**src/design/cgw_pkg.sv**
```systemverilog
// constants, register map and carrier types of the card guard and wait timers
package cgw_pkg;

  localparam int ADDR_W = 18;

  // register indices, byte address is four times the index
  localparam logic [15:0] IDX_SPACING_MSB = 16'hfe16;
  localparam logic [15:0] IDX_SPACING_LOW = 16'hfe17;
  localparam logic [15:0] IDX_BLOCK_B3    = 16'hfe18;
  localparam logic [15:0] IDX_BLOCK_B2    = 16'hfe19;
  localparam logic [15:0] IDX_BLOCK_B1    = 16'hfe1a;
  localparam logic [15:0] IDX_BLOCK_B0    = 16'hfe1b;
  localparam logic [15:0] IDX_CHAR_HIGH   = 16'hfe1c;
  localparam logic [15:0] IDX_CHAR_LOW    = 16'hfe1d;
  localparam logic [15:0] IDX_ANSWER_HIGH = 16'hfe1f;
  localparam logic [15:0] IDX_ANSWER_LOW  = 16'hfe20;
  localparam logic [15:0] IDX_FIRST_LIMIT = 16'hfe21;
  localparam logic [15:0] IDX_RELEASE_DLY = 16'hfe22;
  localparam logic [15:0] IDX_CTRL        = 16'hfe30;
  localparam logic [15:0] IDX_STATUS      = 16'hfe31;
  localparam logic [15:0] IDX_MASK        = 16'hfe32;

  // field positions
  localparam int SPACING_MSB_BIT = 7;
  localparam int CTRL_T1_BIT     = 0;
  localparam int CTRL_ANSWER_BIT = 1;
  localparam int CTRL_DETECT_BIT = 2;
  localparam int CTRL_HOLD_BIT   = 7;
  localparam int ST_WAIT         = 0;
  localparam int ST_CHAR         = 1;
  localparam int ST_ANSWER       = 2;
  localparam int ST_W            = 3;

  // spacing floors in etus
  localparam logic [8:0] FLOOR_T0 = 9'h00c;
  localparam logic [8:0] FLOOR_T1 = 9'h00b;
  localparam logic [8:0] SPACE_SAT = 9'h1ff;

  localparam logic [1:0] HTRANS_NONSEQ = 2'h2;

  typedef struct packed {
    logic [8:0]  spacing;
    logic [27:0] block_wait;
    logic [15:0] char_wait;
    logic [15:0] answer_limit;
    logic [7:0]  first_limit;
    logic [7:0]  release_dly;
    logic [7:0]  ctrl;
    logic [2:0]  mask;
  } cgw_cfg_s;

  // reset values
  localparam cgw_cfg_s CFG_RST = '{spacing: 9'h00c, block_wait: 28'h0000000,
                                   char_wait: 16'h0000, answer_limit: 16'h0000,
                                   first_limit: 8'h00, release_dly: 8'h70,
                                   ctrl: 8'h80, mask: 3'h0};

  typedef struct packed {
    logic              valid;
    logic              write;
    logic [15:0]       idx;
  } cgw_aphase_s;

  typedef enum {RS_HOLD, RS_DELAY, RS_RUN} cgw_rst_e;

endpackage : cgw_pkg

```
**src/design/cgw_timers.sv**
```systemverilog
// card guard and wait timers with ahb-lite register slave
module cgw_timers
  import cgw_pkg::*;
(
  // clock, reset, enable
  input  wire logic              hclk,
  input  wire logic              hresetn,
  input  wire logic              clk_en,
  // ahb-lite slave
  input  wire logic              hsel,
  input  wire logic [ADDR_W-1:0] haddr,
  input  wire logic [1:0]        htrans,
  input  wire logic              hwrite,
  input  wire logic [2:0]        hsize,
  input  wire logic [31:0]       hwdata,
  input  wire logic              hready,
  output logic                   hreadyout,
  output logic                   hresp,
  output logic [31:0]            hrdata,
  // character events
  input  wire logic              etu_tick,
  input  wire logic              rx_start,
  input  wire logic              break_det,
  input  wire logic              tx_req,
  output logic                   tx_go,
  // card side and interrupt
  output logic                   card_rst_n,
  output logic                   irq
);

  function automatic logic over_lim(input logic [27:0] cnt, input logic [27:0] lim);
    return cnt > lim;
  endfunction : over_lim

  function automatic logic [7:0] read_reg(input logic [15:0] idx, input cgw_cfg_s c,
                                          input logic [2:0] st);
    logic [7:0] v;
    v = 8'h00;
    case (idx)
      IDX_SPACING_MSB: v = {c.spacing[8], 7'h00};
      IDX_SPACING_LOW: v = c.spacing[7:0];
      IDX_BLOCK_B3:    v = {4'h0, c.block_wait[27:24]};
      IDX_BLOCK_B2:    v = c.block_wait[23:16];
      IDX_BLOCK_B1:    v = c.block_wait[15:8];
      IDX_BLOCK_B0:    v = c.block_wait[7:0];
      IDX_CHAR_HIGH:   v = c.char_wait[15:8];
      IDX_CHAR_LOW:    v = c.char_wait[7:0];
      IDX_ANSWER_HIGH: v = c.answer_limit[15:8];
      IDX_ANSWER_LOW:  v = c.answer_limit[7:0];
      IDX_FIRST_LIMIT: v = c.first_limit;
      IDX_RELEASE_DLY: v = c.release_dly;
      IDX_CTRL:        v = c.ctrl;
      IDX_STATUS:      v = {5'h00, st};
      IDX_MASK:        v = {5'h00, c.mask};
      default:         v = 8'h00;
    endcase
    return v;
  endfunction : read_reg

  cgw_cfg_s    cfg_r;
  cgw_cfg_s    cfg_nxt;
  cgw_aphase_s ap_r;
  cgw_aphase_s ap_nxt;
  logic [31:0] hrdata_r;
  logic [31:0] hrdata_nxt;
  logic [2:0]  status_r;
  logic [2:0]  status_nxt;
  logic [8:0]  sp_cnt_r;
  logic [8:0]  sp_cnt_nxt;
  logic [27:0] wt_cnt_r;
  logic [27:0] wt_cnt_nxt;
  logic        wt_run_r;
  logic        wt_run_nxt;
  logic [15:0] ch_cnt_r;
  logic [15:0] ch_cnt_nxt;
  logic        ch_run_r;
  logic        ch_run_nxt;
  logic [15:0] an_cnt_r;
  logic [15:0] an_cnt_nxt;
  logic        an_run_r;
  logic        an_run_nxt;
  logic        an_seen_r;
  logic        an_seen_nxt;
  logic [7:0]  fc_cnt_r;
  logic [7:0]  fc_cnt_nxt;
  logic        fc_run_r;
  logic        fc_run_nxt;
  logic [7:0]  rs_cnt_r;
  logic [7:0]  rs_cnt_nxt;
  cgw_rst_e    rs_state_r;
  cgw_rst_e    rs_state_nxt;
  logic        card_rst_n_r;
  logic        card_rst_n_nxt;

  logic        t1;
  logic        hold;
  logic [8:0]  space_req;
  logic        release_ev;
  logic        ev_wait;
  logic        ev_char;
  logic        ev_answer;
  logic [2:0]  st_clr;
  logic        addr_ok;

  assign t1         = cfg_r.ctrl[CTRL_T1_BIT];
  assign hold       = cfg_r.ctrl[CTRL_HOLD_BIT];
  assign hreadyout  = 1'b1;
  assign hresp      = 1'b0;
  assign hrdata     = hrdata_r;
  assign card_rst_n = card_rst_n_r;
  assign irq        = |(status_r & cfg_r.mask);

  // register bus
  always_comb begin
    addr_ok    = (haddr[1:0] == 2'h0);
    ap_nxt     = '0;
    ap_nxt.valid = hsel && htrans[1] && hready && addr_ok;
    ap_nxt.write = hwrite;
    ap_nxt.idx   = haddr[ADDR_W-1:2];
    hrdata_nxt = hrdata_r;
    if (ap_nxt.valid && !hwrite) begin
      hrdata_nxt = {24'h000000, read_reg(ap_nxt.idx, cfg_r, status_r)};
    end
    cfg_nxt = cfg_r;
    st_clr  = 3'h0;
    if (ap_r.valid && ap_r.write) begin
      case (ap_r.idx)
        IDX_SPACING_MSB: cfg_nxt.spacing[8] = hwdata[SPACING_MSB_BIT];
        IDX_SPACING_LOW: cfg_nxt.spacing[7:0] = hwdata[7:0];
        IDX_BLOCK_B3:    cfg_nxt.block_wait[27:24] = hwdata[3:0];
        IDX_BLOCK_B2:    cfg_nxt.block_wait[23:16] = hwdata[7:0];
        IDX_BLOCK_B1:    cfg_nxt.block_wait[15:8] = hwdata[7:0];
        IDX_BLOCK_B0:    cfg_nxt.block_wait[7:0] = hwdata[7:0];
        IDX_CHAR_HIGH:   cfg_nxt.char_wait[15:8] = hwdata[7:0];
        IDX_CHAR_LOW:    cfg_nxt.char_wait[7:0] = hwdata[7:0];
        IDX_ANSWER_HIGH: cfg_nxt.answer_limit[15:8] = hwdata[7:0];
        IDX_ANSWER_LOW:  cfg_nxt.answer_limit[7:0] = hwdata[7:0];
        IDX_FIRST_LIMIT: cfg_nxt.first_limit = hwdata[7:0];
        IDX_RELEASE_DLY: cfg_nxt.release_dly = hwdata[7:0];
        IDX_CTRL:        cfg_nxt.ctrl = hwdata[7:0];
        IDX_STATUS:      st_clr = hwdata[ST_W-1:0];
        IDX_MASK:        cfg_nxt.mask = hwdata[ST_W-1:0];
        default:         cfg_nxt = cfg_r;
      endcase
    end
    // set wins over clear
    status_nxt = (status_r & ~st_clr) | {ev_answer, ev_char, ev_wait};
  end

  // tx start spacing
  always_comb begin
    space_req = t1 ? FLOOR_T1 : FLOOR_T0;
    if (cfg_r.spacing > space_req) begin
      space_req = cfg_r.spacing;
    end
    tx_go = clk_en && tx_req && (sp_cnt_r >= space_req) && !(!t1 && break_det);
    sp_cnt_nxt = sp_cnt_r;
    if (tx_go) begin
      sp_cnt_nxt = 9'h000;
    end else if (etu_tick && sp_cnt_r != SPACE_SAT) begin
      sp_cnt_nxt = sp_cnt_r + 9'h001;
    end
  end

  // block or work wait timer
  always_comb begin
    wt_cnt_nxt = wt_cnt_r;
    wt_run_nxt = wt_run_r;
    ev_wait    = 1'b0;
    if (t1 && rx_start) begin
      wt_run_nxt = 1'b0;
    end else if (tx_go || (!t1 && rx_start)) begin
      wt_run_nxt = 1'b1;
      wt_cnt_nxt = 28'h0000000;
    end else if (wt_run_r && etu_tick) begin
      wt_cnt_nxt = wt_cnt_r + 28'h0000001;
      if (over_lim(wt_cnt_nxt, cfg_r.block_wait)) begin
        ev_wait    = 1'b1;
        wt_run_nxt = 1'b0;
      end
    end
  end

  // character or initial wait timer
  always_comb begin
    ch_cnt_nxt = ch_cnt_r;
    ch_run_nxt = ch_run_r;
    ev_char    = 1'b0;
    if (rx_start) begin
      ch_run_nxt = 1'b1;
      ch_cnt_nxt = 16'h0000;
    end else if (ch_run_r && etu_tick) begin
      ch_cnt_nxt = ch_cnt_r + 16'h0001;
      if (over_lim({12'h000, ch_cnt_nxt}, {12'h000, cfg_r.char_wait})) begin
        ev_char    = 1'b1;
        ch_run_nxt = 1'b0;
      end
    end
  end

  // answer duration and first character timers
  always_comb begin
    an_cnt_nxt  = an_cnt_r;
    an_run_nxt  = an_run_r;
    an_seen_nxt = an_seen_r;
    fc_cnt_nxt  = fc_cnt_r;
    fc_run_nxt  = fc_run_r;
    ev_answer   = 1'b0;
    if (!cfg_r.ctrl[CTRL_ANSWER_BIT]) begin
      an_run_nxt  = 1'b0;
      an_seen_nxt = 1'b0;
    end else if (rx_start && !an_seen_r) begin
      an_run_nxt  = 1'b1;
      an_seen_nxt = 1'b1;
      an_cnt_nxt  = 16'h0000;
    end else if (an_run_r && etu_tick) begin
      an_cnt_nxt = an_cnt_r + 16'h0001;
      if (over_lim({12'h000, an_cnt_nxt}, {12'h000, cfg_r.answer_limit})) begin
        ev_answer  = 1'b1;
        an_run_nxt = 1'b0;
      end
    end
    if (hold || rx_start) begin
      fc_run_nxt = 1'b0;
    end else if (release_ev && cfg_r.ctrl[CTRL_DETECT_BIT]) begin
      fc_run_nxt = 1'b1;
      fc_cnt_nxt = 8'h00;
    end else if (fc_run_r && etu_tick) begin
      fc_cnt_nxt = fc_cnt_r + 8'h01;
      if (over_lim({20'h00000, fc_cnt_nxt}, {20'h00000, cfg_r.first_limit})) begin
        ev_answer  = 1'b1;
        fc_run_nxt = 1'b0;
      end
    end
  end

  // card reset release sequencing
  always_comb begin
    rs_state_nxt = rs_state_r;
    rs_cnt_nxt   = rs_cnt_r;
    release_ev   = 1'b0;
    case (rs_state_r)
      RS_HOLD: begin
        if (!hold) begin
          rs_cnt_nxt = 8'h00;
          if (cfg_r.release_dly == 8'h00) begin
            rs_state_nxt = RS_RUN;
            release_ev   = 1'b1;
          end else begin
            rs_state_nxt = RS_DELAY;
          end
        end
      end
      RS_DELAY: begin
        if (hold) begin
          rs_state_nxt = RS_HOLD;
        end else if (etu_tick) begin
          rs_cnt_nxt = rs_cnt_r + 8'h01;
          if (rs_cnt_nxt >= cfg_r.release_dly) begin
            rs_state_nxt = RS_RUN;
            release_ev   = 1'b1;
          end
        end
      end
      RS_RUN: begin
        if (hold) begin
          rs_state_nxt = RS_HOLD;
        end
      end
      default: rs_state_nxt = RS_HOLD;
    endcase
    card_rst_n_nxt = (rs_state_nxt == RS_RUN);
  end

  always_ff @(posedge hclk or negedge hresetn) begin
    if (!hresetn) begin
      cfg_r        <= CFG_RST;
      ap_r         <= '0;
      hrdata_r     <= 32'h00000000;
      status_r     <= 3'h0;
      sp_cnt_r     <= SPACE_SAT;
      wt_cnt_r     <= 28'h0000000;
      wt_run_r     <= 1'b0;
      ch_cnt_r     <= 16'h0000;
      ch_run_r     <= 1'b0;
      an_cnt_r     <= 16'h0000;
      an_run_r     <= 1'b0;
      an_seen_r    <= 1'b0;
      fc_cnt_r     <= 8'h00;
      fc_run_r     <= 1'b0;
      rs_cnt_r     <= 8'h00;
      rs_state_r   <= RS_HOLD;
      card_rst_n_r <= 1'b0;
    end else if (clk_en) begin
      cfg_r        <= cfg_nxt;
      ap_r         <= ap_nxt;
      hrdata_r     <= hrdata_nxt;
      status_r     <= status_nxt;
      sp_cnt_r     <= sp_cnt_nxt;
      wt_cnt_r     <= wt_cnt_nxt;
      wt_run_r     <= wt_run_nxt;
      ch_cnt_r     <= ch_cnt_nxt;
      ch_run_r     <= ch_run_nxt;
      an_cnt_r     <= an_cnt_nxt;
      an_run_r     <= an_run_nxt;
      an_seen_r    <= an_seen_nxt;
      fc_cnt_r     <= fc_cnt_nxt;
      fc_run_r     <= fc_run_nxt;
      rs_cnt_r     <= rs_cnt_nxt;
      rs_state_r   <= rs_state_nxt;
      card_rst_n_r <= card_rst_n_nxt;
    end
  end

  // checks
  a_spacing_prog:
    assert property (@(posedge hclk) disable iff (!hresetn)
      tx_go |-> sp_cnt_r >= cfg_r.spacing)
    else $error("tx start before programmed spacing");

  a_spacing_floor:
    assert property (@(posedge hclk) disable iff (!hresetn)
      tx_go |-> sp_cnt_r >= (t1 ? FLOOR_T1 : FLOOR_T0))
    else $error("tx start below spacing floor");

  a_break_holds:
    assert property (@(posedge hclk) disable iff (!hresetn)
      (!t1 && break_det) |-> !tx_go)
    else $error("tx start during t0 break");

  a_wait_exact:
    assert property (@(posedge hclk) disable iff (!hresetn)
      ev_wait |-> (wt_cnt_r >= cfg_r.block_wait) && etu_tick && wt_run_r)
    else $error("wait timeout at wrong count");

  a_work_rearm:
    assert property (@(posedge hclk) disable iff (!hresetn)
      (clk_en && !t1 && rx_start) |=> wt_run_r && (wt_cnt_r == 28'h0000000))
    else $error("work wait not restarted by rx edge");

  a_wait_sticky:
    assert property (@(posedge hclk) disable iff (!hresetn)
      (clk_en && ev_wait) |=> status_r[ST_WAIT] && (cfg_r.mask[ST_WAIT] -> irq))
    else $error("wait timeout not flagged");

  a_char_stop:
    assert property (@(posedge hclk) disable iff (!hresetn)
      (clk_en && ev_char) |=> status_r[ST_CHAR] && !ch_run_r)
    else $error("char timeout not flagged");

  a_answer_off:
    assert property (@(posedge hclk) disable iff (!hresetn)
      (clk_en && !cfg_r.ctrl[CTRL_ANSWER_BIT]) |=> !an_run_r && !an_seen_r)
    else $error("answer timer runs while disarmed");

  a_first_start:
    assert property (@(posedge hclk) disable iff (!hresetn)
      (clk_en && release_ev && cfg_r.ctrl[CTRL_DETECT_BIT] && !rx_start)
      |=> fc_run_r && (fc_cnt_r == 8'h00))
    else $error("first char timer not started");

  a_hold_reset:
    assert property (@(posedge hclk) disable iff (!hresetn)
      (clk_en && hold) |=> !card_rst_n)
    else $error("card reset released while held");

endmodule : cgw_timers

```
**config.mk**
```make
export PLATFORM = sky130hd
export DESIGN_NAME = cgw_timers
export DESIGN_NICKNAME = d
export VERILOG_FILES = /design/src/design/cgw_pkg.sv /design/src/design/cgw_timers.sv
export SDC_FILE = /design/constraint.sdc
export NUM_CORES = 1
export LEC_CHECK = 0
export ABC_AREA = 1
export BUFFER_PORTS_ARGS = -buffer_cell sky130_fd_sc_hd__buf_2
export CORE_ASPECT_RATIO = 2
export CORE_MARGIN = 2
export CORE_UTILIZATION = 50
export DETAILED_ROUTE_END_ITERATION = 8
export GPL_TIMING_DRIVEN = 0
export MAX_ROUTING_LAYER = met4
export PLACE_DENSITY = 0.75
export SLEW_MARGIN = 20
export SYNTH_ARGS = -nofsm -noshare
export SYNTH_HDL_FRONTEND = slang
export SYNTH_SLANG_ARGS = --single-unit
```
**constraint.sdc**
```tcl
create_clock -name hclk -period 4.4 [get_ports hclk]
set_input_delay 0.44 -clock hclk [delete_from_list [all_inputs] [get_ports hclk]]
set_output_delay 0.44 -clock hclk [all_outputs]
set_load 0.02 [all_outputs]
```
# Yosys cells after proc, flatten, opt, wreduce, memory -nomap -nowiden
# Cells that the tools add are included.
# word_totals
register_bits	248
out_inout_bits	37
word_cells	220
# op_classes
addsub	6
n_lt_le_gt_ge	7
n_eq_ne	40
mux	64
bitwise	6
n_reduce_logical	65
# ops
operator	n
16-bit equality test (second input constant)	30
32-bit 2-to-1 mux	5
8-bit one-hot mux with 15 select lines	1
32-bit one-hot mux with 3 select lines	1
16-bit 2-to-1 mux	4
3-bit AND reduction	21
28-bit 2-to-1 mux	2
8-bit 2-to-1 mux	5
1-bit 2-to-1 mux	37
16-bit by 1-bit adder with 16-bit output (second input constant)	2
32-bit by 1-bit equality test with 1-bit output (second input constant)	1
32-bit by 2-bit equality test with 1-bit output (second input constant)	1
32-bit by 3-bit equality test with 1-bit output (second input constant)	1
16-bit greater-than comparator	2
32-bit zero test	1
28-bit by 1-bit adder with 28-bit output (second input constant)	1
28-bit greater-than comparator	1
9-bit 2-to-1 mux	3
1-bit logical AND	18
8-bit by 1-bit adder with 8-bit output (second input constant)	2
8-bit one-hot mux with 2 select lines	1
2-bit nonzero test	7
3-bit nonzero test	4
9-bit by 1-bit adder with 9-bit output (second input constant)	1
other kinds (22)	36

# Longest topological paths before layout
# depth
depth_word	11
mapped_depth	22

# Least setup slack after synthesis
# OpenSTA, ideal clock, no wires.
# synth_timing
path_type	reg2reg
startpoint	register cfg_r[3] (netlist bit)
endpoint	register wt_cnt_r[19]
setup_time_ps	83
t_arrival_ps	2932
slack_ps	1385
path_stages_with_launch	21
path_buffers	1
synth_period_minus_slack_ps	3015
cell_sequence	dfrtp_1 > inv_1 > ha_1 > inv_1 > o21bai_1 > a21oi_1 > o21ai_0 > inv_1 > nand2_1 > o21ai_0 > ha_1 > a21oi_1 > o21ai_0 > nand2_1 > nand4_1 > nand2_1 > inv_1 > nor2_4 > buf_2 > nand2_1 > o21ai_0
# synth_via
elab_chain_cells	9
word_cells_on_any_way	16
cone_classes	order compare (2); mux (3); bitwise (1); reduce/logical (10)
# synth_lines
element	line_no	text
from (decl)	cgw_timers.sv:60	cgw_cfg_s cfg_r;
from (signal assigned)	cgw_timers.sv:295	cfg_r <= cfg_nxt;
3-bit 2-to-1 mux	cgw_timers.sv:152	space_req = t1 ? FLOOR_T1 : FLOOR_T0;
9-bit by 4-bit greater-than comparator with 1-bit output	cgw_timers.sv:153	if (cfg_r.spacing > space_req) begin
9-bit 2-to-1 mux	cgw_timers.sv:153	
9-bit >= comparator	cgw_timers.sv:156	tx_go = clk_en && tx_req && (sp_cnt_r >= space_req) && !(!t1 && break_det);
1-bit logical AND	cgw_timers.sv:156	
1-bit logical AND *	cgw_timers.sv:156	
via tx_go	cgw_timers.sv:25	output logic tx_go,
1-bit logical OR *	cgw_timers.sv:172	end else if (tx_go || (!t1 && rx_start)) begin
2-bit nonzero test (no line)	-	
3-bit AND reduction (no line)	-	
to (signal assigned)	cgw_timers.sv:300	wt_cnt_r <= wt_cnt_nxt;
to (decl)	cgw_timers.sv:70	logic [27:0] wt_cnt_r;
# The timed path passes the listed nets; every way through them passes the cells marked *.
# A chain may end at the register's enable or synchronous reset.

# Final worst setup path
# layout_timing
startpoint	register cfg_r[3] (netlist bit)
endpoint	output tx_go
# layout_via
elab_chain_cells	6
word_cells_on_any_way	9
cone_classes	order compare (2); mux (2); reduce/logical (5)
# layout_lines
element	line_no
3-bit 2-to-1 mux	cgw_timers.sv:152
9-bit by 4-bit greater-than comparator with 1-bit output	cgw_timers.sv:153
9-bit 2-to-1 mux	cgw_timers.sv:153
9-bit >= comparator	cgw_timers.sv:156
1-bit logical AND	cgw_timers.sv:156
1-bit logical AND *	cgw_timers.sv:156
to (decl)	cgw_timers.sv:25
# Mark *: on every way between the ends. The rest lies on a longest branch, timed or not.

==> metrics.txt <==
io pins between 100 and 150; fraction of synthesized area in multiplexers 0.000762; crit-path cells inv_1, ha_1, inv_1, o21bai_1, a21oi_1, o21ai_1, inv_1, nand2_1, o21ai_0, ha_1, nand2_1, nor3_1, nand2_1, nand4_1, nand2_1, inv_2, buf_2; DP Cell Count approximately 2.4k; crit path launch type flip-flop; Seq cells post-synth about 250; Netlist cell types 46; Hold WC Path Type primary input to flip-flop; total grt overflow 0; Routed WL between 30000 and 40000 um; gr usage total 0.249; largest net degree at the start of global routing 96; drt pass-1 iters 6; Synth area leader dfrtp_1; Clock Skews between 0.02 and 0.025 ns; Critical Path AT between 3 and 4 ns; Syn Std Cell Area roughly 0.015 mm2; DR DRC count 0; initial antenna violation count 0; Mean Syn Cell Area 7.69 um2; Die W ~130 um; via/cell ratio around 5.4; Tcrit/Tclk final 0.891; setup TNS 0 ns; gpl congestion 0.959; postcts setup bufs 0; sequential share of the synthesized area 0.421; PwrDens around 320 mW/mm2; Comb power frac 0.099; core box area between 0.02 and 0.03 mm2; vias in the first global route 12.1k; peak supply drop 0.310 mV; Worst Path Required a little under 4 ns; top-area cell type share of the netlist area 0.394; antenna-violating nets left 0; NumNets Final between 2k and 2.5k; Sequential Power Share 0.466; worst path bufs/invs 5; max-cap violations 0; CTS sink count 248; first-pass GRT wire length roughly 60000 um; largest family of logic cells by synthesized area simple AND/OR/NAND/NOR gates; share of cells above drive strength 1 0.0877; Post-Synth Adder-Cell Area 0.0804; crit-path max cell delay 0.48 ns; kind of cell adding the most delay to the critical path buffers and inverters; most repeated library cell on the critical path nand2_1; top fanout value on the critical path 7; status completed; Worst-Margin Slew between 0.6 and 0.7 ns; final max-slew violation count 0; crit path from cfg_r[3]$_DFFE_PN0P_; port buffer count 46; ranking of synthesized cells by area dfrtp_1 (39%), nand2_1 (12%), ha_1 (8.0%), o21ai_0 (7.3%), inv_1 (6.9%); Clock power frac 0.434; DR vias 12.9k; Routed wire per std cell between 15 and 20 um; fmax 0.255 GHz; Die Y-Extent 247 um; WS Path Type flip-flop to primary output; worst setup path end tx_go; P_sw around 1.4 mW; FF-to-FF setup slack approximately 0.68 ns; CTS Buffer Depth 3; Initial DRC Count between 900 and 1k; RSZ-0062 raised after global routing no; Power Total 5.26 mW; simple-gate share of the synthesized area 0.259; Reg-to-Reg End wt_cnt_r[2]$_DFFE_PN0P_; Num CTS Buffers 25; Final Setup Violations 0; XOR/XNOR share of the synthesized area 0.0367; Slew HR 0.545; dpl hpwl approximately 28000 um; Root Driver clkbuf_16; Reg2Reg Depth 20; CTS tree yes; num rows between 80 and 90; Int Power between 3 and 4 mW; Compound-Gate Fraction of Synth Area 0.106; total die area just over 0.03 mm2; Final Critical Period 3.92 ns; Final Non-Filler Cells about 2.4k; Worst-Skew Late Latency between 0.5 and 0.6 ns; area grow syn2layout 11.7%; Fin. Hold Viols 0; critical path depth 17; Yosys Warn Count 0; Initial Util 0.505; Clock H-tree levels 1; Gate Count Post-Synth 1922; slowest cell on the critical path dfrtp_2; Setup crit end kind primary output; RR Startpoint cfg_r[3]$_DFFE_PN0P_; leakage power 8.38 nW; Sw Share 0.265; clock slew at reported path FFs ~0.070 ns; ANT cells 0
worst min-delay path by stage:
stage,start,endpoint,slack (ns),cells after the start
final,haddr[14],ap_r[12]$_DFFE_PN0P_,0.09,3
after global placement,ch_run_r$_DFFE_PN0P_,ch_run_r$_DFFE_PN0P_,0.45,2
after global routing,haddr[16],ap_r[14]$_DFFE_PN0P_,0.09,3
after detailed placement,hresetn,rs_state_r[18]$_DFFE_PN0P_,0.43,1
after floorplan,hresetn,an_cnt_r[0]$_DFFE_PN0P_,0.14,0
after CTS,haddr[14],ap_r[12]$_DFFE_PN0P_,0.08,3
registers in the layout, summed over array words and instances, names as in the netlist, 3 cells and up:
| signal | flops |
|---|---|
| hrdata | 8 |
| status_r | 3 |
| cfg_r | 96 |
| rs_state_r | 32 |
| rs_cnt_r | 8 |
| ch_cnt_r | 16 |
| ap_r | 18 |
| sp_cnt_r | 9 |
| fc_cnt_r | 8 |
| wt_cnt_r | 28 |
| an_cnt_r | 16 |
tightest hold or removal path, stage by stage:
cell     delay [ns]
buf_2          0.08
nand2_1        0.04
nand2_1        0.05
power by group through the flow:
stage          sequential (mW)  combinational [mW]  clock [mW]
6_report                  2.45               0.523        2.29
5_1_grt                   2.46               0.602        2.41
4_1_cts                   2.45               0.525        2.32
3_5_place_dp              2.49               0.522           0
3_3_place_gp              2.49               0.503           0
2_1_floorplan             2.47               0.338           0
cell usage after synthesis, drive strengths merged:
| cell | instances |
|---|---|
| ha | 95 |
| nand3 | 129 |
| nor3 | 46 |
| and2 | 1 |
| a31oi | 2 |
| a21oi | 44 |
| nand3b | 8 |
| nor2 | 161 |
| o21bai | 1 |
| o2111ai | 1 |
| dfrtp | 233 |
| a211oi | 3 |
| o21ai | 219 |
| conb | 2 |
| clkbuf | 25 |
| nand2 | 482 |
| mux2 | 1 |
| nand4 | 37 |
| o21a | 1 |
| a21boi | 1 |
| a21o | 1 |
| dfstp | 15 |
| o31ai | 1 |
| buf | 40 |
| o22ai | 18 |
| xor2 | 48 |
| a22o | 5 |
| or2 | 2 |
| xnor2 | 14 |
| inv | 273 |
| o211ai | 2 |
| nor4 | 11 |
per-stage QoR:
| step | utilization | instance area (um2) | hold slack [ns] | setup slack (ns) |
|---|---|---|---|---|
| after floorplan | - | 14900 | 0.144 | 1.39 |
| after global placement | 0.531 | 15600 | 0.455 | -1.55 |
| after detailed placement | 0.534 | 15600 | 0.426 | 0.469 |
| after CTS | 0.564 | 16500 | 0.0767 | 0.139 |
| after global routing | 0.564 | 16500 | 0.0933 | 0.102 |
| final | 0.564 | 16500 | 0.0894 | 0.480 |
area by class of cell:
| class | count | area (um2) |
|---|---|---|
| sequential | 248 | 6230 |
| multi-input combinational | 1360 | 7240 |
| fill | 2733 | 12800 |
| clock inverter | 17 | 219 |
| buffer | 65 | 380 |
| timing repair buffer | 49 | 305 |
| clock buffer | 29 | 661 |
| tap | 364 | 455 |
| inverter | 273 | 1030 |
per-layer routing:
layer	track usage	vias up	wire, um
met3	0.0305	95	2670
met4	0.0827	0	1160
li1	-	6398	-
met5	-	-	0
met2	0.399	467	17400
met1	0.329	5935	16100
cell families after synthesis:
| logic type | after synthesis |
|---|---|
| AND/OR/NAND/NOR | 877 |
| buffers and inverters | 338 |
| AO/OA/AOI/OAI | 299 |
| flip-flops | 248 |
| adder cells (fa/ha/maj) | 95 |
| XOR/XNOR | 62 |
| other | 2 |
| multiplexers | 1 |
what timing repair did:
item | 4_1_cts | 5_1_grt
hold buffers | 1 | 0
setup endpoints to repair | 0 | 1
endpoints found under the hold margin | 65 | 0
gates resized for setup | 0 | 3
cell usage in the layout, fill, tap and decap left out, drive strengths merged, types with 2 or more instances in the layout:
cell / synthesis / final
a211oi: 3 / 3
a21oi: 44 / 44
a22o: 5 / 5
a31oi: 2 / 2
buf: 40 / 88
bufinv: 0 / 4
clkbuf: 25 / 54
clkinv: 0 / 6
clkinvlp: 0 / 6
conb: 2 / 26
dfrtp: 233 / 233
dfstp: 15 / 15
ha: 95 / 95
inv: 273 / 274
nand2: 482 / 482
nand3: 129 / 129
nand3b: 8 / 8
nand4: 37 / 37
nor2: 161 / 161
nor3: 46 / 46
nor4: 11 / 11
o211ai: 2 / 2
o21ai: 219 / 219
o22ai: 18 / 18
or2: 2 / 2
xnor2: 14 / 14
xor2: 48 / 48
No activity file was read; power rests on OpenSTA's default activity.
